`src/cpld_pkg.sv`:
```
// package: configuration layout and constants for the cpld macrocell logic
`default_nettype none
package cpld_pkg;
    // ========================================================================
    // sizes
    localparam int CPLD_NUM_TERMS   = 5;
    localparam int CPLD_NUM_MC      = 32;
    localparam int CPLD_NUM_DIN     = 4;
    localparam int CPLD_NUM_GCLK    = 3;
    localparam int CPLD_BLK_INPUTS  = 40;
    localparam int CPLD_REGION_SIZE = 4;
    localparam int CPLD_SIG_W       = 16;
    localparam int CPLD_GBUS_W      = 2 * CPLD_NUM_MC + CPLD_NUM_DIN;
    localparam int CPLD_SEL_W       = 7;
    localparam int CPLD_MAX_CASCADE = 40;
    localparam int CPLD_FOLD_FANIN  = 9;

    // ========================================================================
    // apb register map (byte addresses)
    localparam logic [7:0] CPLD_ADDR_MODE   = 8'h00;
    localparam logic [7:0] CPLD_ADDR_SEL0   = 8'h04;
    localparam logic [7:0] CPLD_ADDR_SEL1   = 8'h08;
    localparam logic [7:0] CPLD_ADDR_STATUS = 8'h0c;
    localparam logic [7:0] CPLD_ADDR_SIG    = 8'h10;
    localparam logic [7:0] CPLD_ADDR_FUSE   = 8'h14;
    localparam logic [7:0] CPLD_ADDR_TMASK  = 8'h20;
    localparam logic [31:0] CPLD_MODE_RST   = 32'h0000_0000;
    localparam logic [31:0] CPLD_SEL_RST    = 32'h0000_0000;
    localparam logic [31:0] CPLD_TMASK_RST  = 32'h0000_0000;
    localparam logic [15:0] CPLD_SIG_RST    = 16'h0000;

    // ========================================================================
    // enumerations
    typedef enum logic [3:0] {
        CPLD_FF_D     = 4'b0001,
        CPLD_FF_T     = 4'b0010,
        CPLD_FF_JK    = 4'b0100,
        CPLD_FF_LATCH = 4'b1000
    } cpld_ff_mode_t;

    typedef logic [1:0] cpld_sel2_t;
    localparam cpld_sel2_t CPLD_XOR_LOW  = 2'd0;
    localparam cpld_sel2_t CPLD_XOR_HIGH = 2'd1;
    localparam cpld_sel2_t CPLD_XOR_PT   = 2'd2;
    localparam cpld_sel2_t CPLD_DIN_XOR  = 2'd0;
    localparam cpld_sel2_t CPLD_DIN_PT   = 2'd1;
    localparam cpld_sel2_t CPLD_DIN_PIN  = 2'd2;
    localparam cpld_sel2_t CPLD_CLR_OFF  = 2'd0;
    localparam cpld_sel2_t CPLD_CLR_GLB  = 2'd1;
    localparam cpld_sel2_t CPLD_CLR_PT   = 2'd2;
    localparam cpld_sel2_t CPLD_CLR_BOTH = 2'd3;

    // mode register layout
    typedef struct packed {
        logic [3:0]    rsvd;
        logic          cascade_en;
        logic          fold_sum_en;
        logic [2:0]    oe_src;
        logic          oe_invert;
        logic          fb_reg;
        logic          out_reg;
        logic          preset_en;
        cpld_sel2_t    async_reset_select;
        logic          ce_en;
        logic [2:0]    clk_src;
        cpld_sel2_t    din_src;
        cpld_sel2_t    xor_src;
        logic [4:0]    or_mask;
        cpld_ff_mode_t ff_mode;
    } cpld_mode_t;

    // pin group carrier
    typedef struct packed {
        logic [CPLD_NUM_GCLK-1:0] global_clock_pins;
        logic                     global_clear;
        logic [1:0]               oe_pins;
    } cpld_ctrl_t;
endpackage : cpld_pkg
`default_nettype wire

```
`src/cpld_macrocell.sv`:
```
// macrocell with term select mux, or/xor/cascade, register, feedback and oe selection
`default_nettype none
// Contract
// - five product terms from global and regional bus
// - term select mux allocates terms by config
// - five-term sum, cascade extends to forty
// - xor second input: term, high, low
// - t emulated through xor, jk built from two terms
// - register data: xor, term or pin
// - latch mode transparent while clock high
// - clock from three globals or term
// - term clock enable gates global clock
// - clear: global, term, both, or off
// - preset: term or off only
// - output and feedback independently registered/combinatorial
// - output enable mux from several sources
// - pin may be input; logic stays usable
// - global bus; switch picks forty signals
// - foldback is inverse of one term
// - foldback sum of up to four terms
// - dedicated inputs act as global controls
// - signature readable even with security fuse
module cpld_macrocell
    import cpld_pkg::*;
#(
    parameter int NUM_TERMS = CPLD_NUM_TERMS,
    parameter int GBUS_W    = CPLD_GBUS_W,
    parameter int BLK_IN    = CPLD_BLK_INPUTS
) (
    input  wire logic              pclk,
    input  wire logic              presetn,
    input  wire logic              clk_en,
    input  wire logic              psel,
    input  wire logic              penable,
    input  wire logic              pwrite,
    input  wire logic [7:0]        paddr,
    input  wire logic [31:0]       pwdata,
    output logic [31:0]            prdata,
    output logic                   pready,
    output logic                   pslverr,
    input  wire cpld_ctrl_t        ctrl_pins,
    input  wire logic [GBUS_W-1:0] global_bus,
    input  wire logic [2:0]        regional_fold_in,
    input  wire logic              cascade_in,
    input  wire logic [1:0]        oe_extra_in,
    output logic                   cascade_out,
    output logic                   fold_out,
    output logic                   feedback_out,
    output logic                   io_out,
    output logic                   io_oe,
    input  wire logic              io_in
);

    // ========================================================================
    // apb register file
    // 0x00 mode, 0x04 selects, 0x08 fold mask, 0x0c status, 0x10 signature
    // 0x14 fuse: once set only a reset clears it
    // 0x20 + 4i mask i, 0x34 + 4i polarity i, 0xc0 + 4k route k
    // an 8-bit address reaches only the first sixteen routes
    cpld_mode_t              mode_q;
    logic [31:0]             sel0_q, sel1_q;
    logic [BLK_IN-1:0]       tmask_q [NUM_TERMS];
    logic [BLK_IN-1:0]       tpol_q  [NUM_TERMS];
    logic [CPLD_SIG_W-1:0]   sig_q;
    logic                    fuse_q;
    logic                    reg_q;
    logic                    wr_en;
    logic                    rd_en;

    assign wr_en   = psel && penable && pwrite;
    assign rd_en   = psel && penable && !pwrite;
    assign pready  = 1'b1;

    function automatic logic addr_is_term(input logic [7:0] a, output int idx);
        idx = 0;
        addr_is_term = 1'b0;
        for (int i = 0; i < 2 * NUM_TERMS; i++) begin
            if (a == CPLD_ADDR_TMASK + 8'(4 * i)) begin
                addr_is_term = 1'b1;
                idx = i;
            end
        end
    endfunction

    // masks are wider than a word: upper inputs keep a cleared mask, so are ignored
    function automatic logic [31:0] term_word(input int idx);
        logic [BLK_IN-1:0] w;
        if (idx < NUM_TERMS) begin
            w = tmask_q[idx];
        end else begin
            w = tpol_q[idx - NUM_TERMS];
        end
        term_word = 32'(w);
    endfunction

    function automatic logic addr_is_route(input logic [7:0] a);
        addr_is_route = (a[7:6] == 2'b11) && (a[1:0] == 2'b00);
    endfunction

    always_ff @(posedge pclk or negedge presetn) begin
        int ti;
        if (!presetn) begin
            mode_q <= cpld_mode_t'(CPLD_MODE_RST);
            sel0_q <= CPLD_SEL_RST;
            sel1_q <= CPLD_SEL_RST;
            sig_q  <= CPLD_SIG_RST;
            fuse_q <= 1'b0;
            for (int i = 0; i < NUM_TERMS; i++) begin
                tmask_q[i] <= BLK_IN'(CPLD_TMASK_RST);
                tpol_q[i]  <= BLK_IN'(CPLD_TMASK_RST);
            end
        end else if (clk_en && wr_en) begin
            // once the fuse is blown the configuration is frozen; signature stays writable
            if (fuse_q == 1'b0) begin
                if (paddr == CPLD_ADDR_MODE) begin
                    mode_q <= cpld_mode_t'(pwdata);
                end else if (paddr == CPLD_ADDR_SEL0) begin
                    sel0_q <= pwdata;
                end else if (paddr == CPLD_ADDR_SEL1) begin
                    sel1_q <= pwdata;
                end else if (paddr == CPLD_ADDR_FUSE) begin
                    fuse_q <= pwdata[0];
                end else if (addr_is_term(paddr, ti)) begin
                    if (ti < NUM_TERMS) begin
                        tmask_q[ti] <= BLK_IN'(pwdata);
                    end else begin
                        tpol_q[ti - NUM_TERMS] <= BLK_IN'(pwdata);
                    end
                end
            end
            if (paddr == CPLD_ADDR_SIG) begin
                sig_q <= pwdata[CPLD_SIG_W-1:0];
            end
        end
    end

    // ========================================================================
    // switch matrix: each of the block inputs picks one global bus line
    // wide enough to reach every bus line; codes past the bus read as low
    localparam int ROUTE_W = $clog2(GBUS_W);
    logic [BLK_IN-1:0]  blk_in;
    logic [ROUTE_W-1:0] route_q [BLK_IN];

    always_ff @(posedge pclk or negedge presetn) begin
        if (!presetn) begin
            for (int i = 0; i < BLK_IN; i++) begin
                route_q[i] <= ROUTE_W'(i);
            end
        end else if (clk_en && wr_en && !fuse_q && addr_is_route(paddr)) begin
            route_q[paddr[5:2]] <= pwdata[ROUTE_W-1:0];
        end
    end

    genvar gi;
    generate
        for (gi = 0; gi < BLK_IN; gi++) begin : g_route
            assign blk_in[gi] = (32'(route_q[gi]) < GBUS_W) ? global_bus[route_q[gi]]
                                                              : 1'b0;
        end
    endgenerate

    // ========================================================================
    // product terms: and of selected global and regional literals
    // an empty mask makes a term true; the or mask drops unused terms
    logic [NUM_TERMS-1:0] pt;
    logic [2:0]           fold_mask;

    assign fold_mask = sel1_q[31:29];

    generate
        for (gi = 0; gi < NUM_TERMS; gi++) begin : g_pt
            // regional foldbacks join every term when enabled
            assign pt[gi] = &((blk_in ^ tpol_q[gi]) | ~tmask_q[gi])
                          & (&(regional_fold_in | ~fold_mask) | ~mode_q.fold_sum_en);
        end
    endgenerate

    // ========================================================================
    // term select mux: selects which term feeds each control
    function automatic logic pick(input logic [NUM_TERMS-1:0] t, input logic [2:0] s);
        pick = (s < 3'(NUM_TERMS)) ? t[s] : 1'b0;
    endfunction

    logic pt_xor, pt_din, pt_clk, pt_ce, pt_clr, pt_pre, pt_oe, pt_fold;
    assign pt_xor  = pick(pt, sel0_q[2:0]);
    assign pt_din  = pick(pt, sel0_q[5:3]);
    assign pt_clk  = pick(pt, sel0_q[8:6]);
    assign pt_ce   = pick(pt, sel0_q[11:9]);
    assign pt_clr  = pick(pt, sel0_q[14:12]);
    assign pt_pre  = pick(pt, sel0_q[17:15]);
    assign pt_oe   = pick(pt, sel0_q[20:18]);
    assign pt_fold = pick(pt, sel0_q[23:21]);

    // ========================================================================
    // or / xor / cascade; the chain of eight cells gives the forty-term limit
    logic or_sum, xor_out, fold_sum;
    assign or_sum  = |(pt & mode_q.or_mask) | (mode_q.cascade_en & cascade_in);
    assign cascade_out = or_sum;
    assign fold_out    = ~pt_fold;
    // three regional foldbacks plus the local one: four-term sum
    assign fold_sum    = |regional_fold_in | fold_out;

    always_comb begin
        xor_out = or_sum;
        case (mode_q.xor_src)
            CPLD_XOR_HIGH: xor_out = ~or_sum;
            CPLD_XOR_PT:   xor_out = or_sum ^ pt_xor;
            default:       xor_out = or_sum;
        endcase
    end

    // ========================================================================
    // register data, sampled clocks and async controls
    logic din, next_state, clk_sel, clk_sel_q, clk_rise, ce_ok, clr_on, pre_on;

    always_comb begin
        din = xor_out;
        case (mode_q.din_src)
            CPLD_DIN_PT:  din = pt_din;
            CPLD_DIN_PIN: din = io_in;
            default:      din = mode_q.fold_sum_en ? fold_sum : xor_out;
        endcase
    end

    // t cells xor din with the current state; jk uses pt_xor as j and pt_din as k
    always_comb begin
        next_state = din;
        case (mode_q.ff_mode)
            CPLD_FF_T:  next_state = reg_q ^ din;
            CPLD_FF_JK: next_state = (pt_xor & ~reg_q) | (~pt_din & reg_q);
            default:    next_state = din;
        endcase
    end

    // switching source while the old clock is low and the new one high can look like an edge
    always_comb begin
        clk_sel = pt_clk;
        case (mode_q.clk_src)
            3'd0:    clk_sel = ctrl_pins.global_clock_pins[0];
            3'd1:    clk_sel = ctrl_pins.global_clock_pins[1];
            3'd2:    clk_sel = ctrl_pins.global_clock_pins[2];
            default: clk_sel = pt_clk;
        endcase
    end

    // enable applies only with a global clock
    assign ce_ok = !(mode_q.ce_en && mode_q.clk_src < 3'd3 && !pt_ce);

    always_ff @(posedge pclk or negedge presetn) begin
        if (!presetn) begin
            clk_sel_q <= 1'b0;
        end else if (clk_en) begin
            clk_sel_q <= clk_sel;
        end
    end
    // sampled clock: pins are synchronous to pclk, so edges are found here
    assign clk_rise = clk_sel && !clk_sel_q;

    always_comb begin
        clr_on = 1'b0;
        case (mode_q.async_reset_select)
            CPLD_CLR_GLB:  clr_on = ctrl_pins.global_clear;
            CPLD_CLR_PT:   clr_on = pt_clr;
            CPLD_CLR_BOTH: clr_on = ctrl_pins.global_clear | pt_clr;
            default:       clr_on = 1'b0;
        endcase
    end
    assign pre_on = mode_q.preset_en & pt_pre;

    // clear/preset act in the same cycle through the combinational view below
    // a term clock is sampled too, so its high phase must span a pclk
    always_ff @(posedge pclk or negedge presetn) begin
        if (!presetn) begin
            reg_q <= 1'b0;
        end else if (clk_en) begin
            if (clr_on) begin
                reg_q <= 1'b0;
            end else if (pre_on) begin
                reg_q <= 1'b1;
            end else if (mode_q.ff_mode == CPLD_FF_LATCH) begin
                if (clk_sel && ce_ok) begin
                    reg_q <= din;
                end
            end else if (clk_rise && ce_ok) begin
                reg_q <= next_state;
            end
        end
    end

    logic reg_view, latch_view;
    assign latch_view = (mode_q.ff_mode == CPLD_FF_LATCH && clk_sel && ce_ok) ? din
                      : reg_q;
    assign reg_view   = clr_on ? 1'b0 : (pre_on ? 1'b1 : latch_view);

    // ========================================================================
    // output, feedback and output enable
    logic comb_val, oe_val;
    assign comb_val = xor_out;

    always_ff @(posedge pclk or negedge presetn) begin
        if (!presetn) begin
            io_out       <= 1'b0;
            feedback_out <= 1'b0;
            io_oe        <= 1'b0;
        end else if (clk_en) begin
            io_out       <= mode_q.out_reg ? reg_view : comb_val;
            feedback_out <= mode_q.fb_reg  ? reg_view : comb_val;
            io_oe        <= oe_val;
        end
    end

    // code 0 keeps the pin an input; feedback and cascade stay usable
    always_comb begin
        oe_val = 1'b0;
        case (mode_q.oe_src)
            3'd1:    oe_val = ctrl_pins.oe_pins[0] ^ mode_q.oe_invert;
            3'd2:    oe_val = ctrl_pins.oe_pins[1] ^ mode_q.oe_invert;
            3'd3:    oe_val = oe_extra_in[0];
            3'd4:    oe_val = oe_extra_in[1];
            3'd5:    oe_val = pt_oe;
            3'd6:    oe_val = 1'b1;
            default: oe_val = 1'b0;                                     // input only
        endcase
    end

    // ========================================================================
    // read path; signature is never hidden by the fuse
    // loading in the setup cycle lets every access finish without a wait
    always_ff @(posedge pclk or negedge presetn) begin
        int rd_ti;
        if (!presetn) begin
            prdata  <= 32'h0000_0000;
            pslverr <= 1'b0;
        end else if (clk_en && psel && !penable) begin
            pslverr <= 1'b0;
            if (paddr == CPLD_ADDR_SIG) begin
                prdata <= {16'h0000, sig_q};
            end else if (fuse_q && !pwrite) begin
                prdata <= 32'h0000_0000;
            end else if (paddr == CPLD_ADDR_MODE) begin
                prdata <= mode_q;
            end else if (paddr == CPLD_ADDR_SEL0) begin
                prdata <= sel0_q;
            end else if (paddr == CPLD_ADDR_SEL1) begin
                prdata <= sel1_q;
            end else if (paddr == CPLD_ADDR_STATUS) begin
                prdata <= {26'h000_0000,
                           or_sum,
                           |pt,
                           io_oe,
                           feedback_out,
                           io_out,
                           reg_q};
            end else if (paddr == CPLD_ADDR_FUSE) begin
                prdata <= {31'h0000_0000, fuse_q};
            end else if (addr_is_term(paddr, rd_ti)) begin
                prdata <= term_word(rd_ti);
            end else if (addr_is_route(paddr)) begin
                prdata <= 32'(route_q[paddr[5:2]]);
            end else begin
                prdata <= 32'h0000_0000;
            end
        end
    end

    logic unused_rd;
    assign unused_rd = rd_en;

endmodule // cpld_macrocell
`default_nettype wire

```
`config.mk`:
```
export PLATFORM = sky130hd
export DESIGN_NAME = cpld_macrocell
export DESIGN_NICKNAME = d
export VERILOG_FILES = /design/src/cpld_pkg.sv /design/src/cpld_macrocell.sv
export SDC_FILE = /design/constraint.sdc
export NUM_CORES = 2
export LEC_CHECK = 0
export BUFFER_PORTS_ARGS = -buffer_cell sky130_fd_sc_hd__buf_2
export CORE_ASPECT_RATIO = 0.5
export CORE_MARGIN = 5
export CORE_UTILIZATION = 55
export DETAILED_ROUTE_END_ITERATION = 16
export PLACE_DENSITY_LB_ADDON = 0.1
export SLEW_MARGIN = 40
export SYNTH_ARGS = -nofsm -noshare
export SYNTH_HDL_FRONTEND = slang
export SYNTH_SLANG_ARGS = --single-unit
```
`constraint.sdc`:
```
create_clock -name pclk -period 10.05 [get_ports pclk]
set_input_delay 3.015 -clock pclk [delete_from_list [all_inputs] [get_ports pclk]]
set_output_delay 3.015 -clock pclk [all_outputs]
set_load 0.005 [all_outputs]
```
==> flow_metrics.tcl <==
set metrics [dict create \
    hold_viol_final 0 \
    setup_ws_ns -0.05363 \
    drc_errors 0 \
    finalPower_mw 5.246 \
    reg2reg_from "route_q[197]" \
    crit_path_end_kind "output pin" \
    wire_per_inst_microns 40.43 \
    num_rows 71 \
    grt_pass1_vias 36390 \
    synth_largest_area_cell "dfrtp_1" \
    finalMaxSlewViolations 0 \
    dpl_cell_area_sq_um 44310 \
    syn_inst 3767 \
    ant_nets 0 \
    ff2ff_setup_slack_ns 3.86 \
    fmax_mhz 98.97 \
    status "finished with violations" \
    startpoint_type "input pin" \
    drtPass1Iterations 7 \
    crit_type "in -> out" \
    path_max_fanout 11 \
    syn_avg_cell_area_sq_um 11.00 \
    ys_top_cells_by_count "mux2_2 (587), dfrtp_1 (550), nand2_1 (302)" \
    yosys.cell_types.count 108 \
    fillerInstances 6023 \
    cp_common_cell "buf_4" \
    worstHoldPathType "reg -> reg" \
    initial_core_util_pct 55.31 \
    cts_hold_buf 0 \
    die_area_sq_um 81230 \
    nets 4004 \
    numCtsBuffers 53 \
    ff2ff_path_depth 19 \
    path_cells "buf_2 > buf_4 > mux4_2 > a22o_1 > nor4_4 > buf_4 > and2b_1 > a32o_1 > nor4_1 > o2111ai_1 > a221o_1 > nor2_1 > mux4_2 > mux2i_1 > buf_4 > buf_2" \
    grt_pass1_wl_microns 280100 \
    clk_pin_slew_worst_paths_ns 0.07 \
    synth.most_common_cell "mux2_2" \
    critPathSlowestCell "mux4_2" \
    gp_congestion 1.087 \
    drv_cap 0 \
    cts_sinks 582 \
    vdd_drop_max_v 0.0001297 \
    synth_seq_cells 582 \
    core_area_sq_um 74890 \
    skew_ns 0.02970 \
    tightest_slew_ns 0.9998 \
    drt_iter0_markers 6523 \
    violations "negative setup slack" \
    layout_min_cycle_time_ns 10.10 \
    synthArstFlopShare_pct 100.0 \
    critPathTopFamily "compound AO/OA/AOI/OAI gates" \
    wirelength_microns 199600 \
    powerDensity_nw_per_um2 113.4 \
    hold_depth 2 \
    dp_hpwl_microns 143600 \
    die_h_microns 204.0 \
    synth_top_area_share_pct 33.23 \
    min_period_over_period_pct 100.5 \
    synth_edf_count 0 \
    cts_buffer_depth 3 \
    r2r-end "io_out" \
    synth_flop_cell "dfrtp_1" \
    layout-drive-gt1-share_pct 37.72 \
    insertion_delay_ns 0.66 \
    postLayoutCoreUtil_pct 61.77 \
    fp.dieW_microns 398.1 \
    cts_tree "yes" \
    htree_levels 2 \
    port_buffers 163 \
    min_to "prdata[4]" \
    slowest_delay_ns 0.47 \
    syn-cell-area_sq_um 41420 \
    vias_per_cell 7.703 \
    grt_overflow 0 \
    grt_usage_pct 48.39 \
    finalSetupViolCount 1 \
    crit_required_ns 7.04 \
    arrival_ns 7.09 \
    synthToLayoutAreaGrowth_pct 11.69 \
    rsz0062_at_grt "false" \
    vias 38030 \
    fin_area_sq_um 46260 \
    cts-root-buf "clkbuf_16" \
    yosys-top-cells-area "dfrtp_1 (33%), mux2_2 (16%), mux4_2 (13%), mux2i_1 (3.2%), nand2_1 (2.7%)" \
    antenna_found_initial 18 \
    io_pins 166 \
    yosysWarnings 0 \
    min_from "prdata[4]" \
    syn_nets 3902 \
    path_buf_inv 5 \
    yosysSeqAreaShare_pct 35.26 \
    grt_max_degree 146 \
    slew_headroom_pct 33.34 \
    cellLeakagePower_nw 19.07 \
]
[cell type report]
cell class | count | area, sq um | area share, %
multi-input combinational | 2736 | 25250 | 54.58
antenna | 2 | 5.005 | 0.01082
tap | 1022 | 1279 | 2.764
sequential | 582 | 14610 | 31.58
clock inverter | 22 | 217.7 | 0.4706
clock buffer | 77 | 1516 | 3.278
timing repair buffer | 430 | 3136 | 6.778
inverter | 66 | 247.7 | 0.5355
[per-stage QoR]
stage	setup TNS (ns)	instances	hold WS (ns)	setup slack (ns)
final	-0.05363	4937	0.4809	-0.05363
after global routing	0	4936	0.5032	0.002983
after CTS	0	4929	0.4834	0.01435
after detailed placement	-0.2526	4830	0.4644	-0.1285
after global placement	-0.5582	4827	0.4586	-0.3287
after floorplan	0	3767	0.4726	1.070
[power breakdown]
| group | internal, mW | switching (mW) |
|---|---|---|
| Clock | 1.11 | 0.983 |
| Sequential | 2.36 | 0.0393 |
| Combinational | 0.264 | 0.489 |
[sequential cells by signal, summed over array words and instances (netlist names)]
name,flops
sel1_q,32
route_q,112
feedback_out,1
clk_sel_q,1
prdata,32
sig_q,16
reg_q,1
tmask_q,160
io_out,1
io_oe,1
tpol_q,160
mode_q,32
sel0_q,32
fuse_q,1
[metal layers]
metal | track usage [%] | part of all wire (%)
met5 | 0 | 0.067
met4 | 23.34 | 6.5
met3 | 24.26 | 17
met2 | 66.52 | 40
met1 | 63.41 | 37
[kinds of logic (layout without fill, tap and decap cells)]
kind of cell	Yosys count	in the layout	share of synthesized area, %
AO/OA/AOI/OAI	724	724	13.26
XOR/XNOR	100	100	2.115
adder cells (fa/ha/maj)	8	8	0.2417
buffers and inverters	449	595	4.489
flip-flops	582	582	35.26
multiplexers	971	971	32.87
other	2	4	0.01813
AND/OR/NAND/NOR	931	931	11.74
[tightest hold or removal path: stages, from the launching register on]
cell and delay (ns):
dfrtp_1 0.35, nand2_1 0.05, o21ai_0 0.06
[timing repair]
action	CTS	global route
setup buffers	0	3
endpoints found under the setup margin	2	2
gates resized for setup	4	16
hold endpoints to repair	0	0
pin swaps	0	4
[cells in the final DEF (no fill, tap or decap), types with 88 or more instances in the layout]
master	n
a21oi_1	89
a22oi_1	102
buf_2	157
buf_4	248
dfrtp_1	544
mux2_2	587
mux2i_1	131
mux4_2	243
nand2_1	300
nand3_1	143
nor2_1	91
xnor2_1	88
[worst max path at each step]
stage	startpoint	to	slack, ns	cells past startpoint
floorplan	global_bus[31]	fold_out	1.07	11
global placement	global_bus[45]	fold_out	-0.33	17
detailed placement	global_bus[29]	cascade_out	-0.13	16
CTS	global_bus[46]	fold_out	0.01	15
global route	global_bus[26]	fold_out	0.003	16
finish	global_bus[45]	fold_out	-0.05	16
No activity file was read; power rests on OpenSTA's default activity.
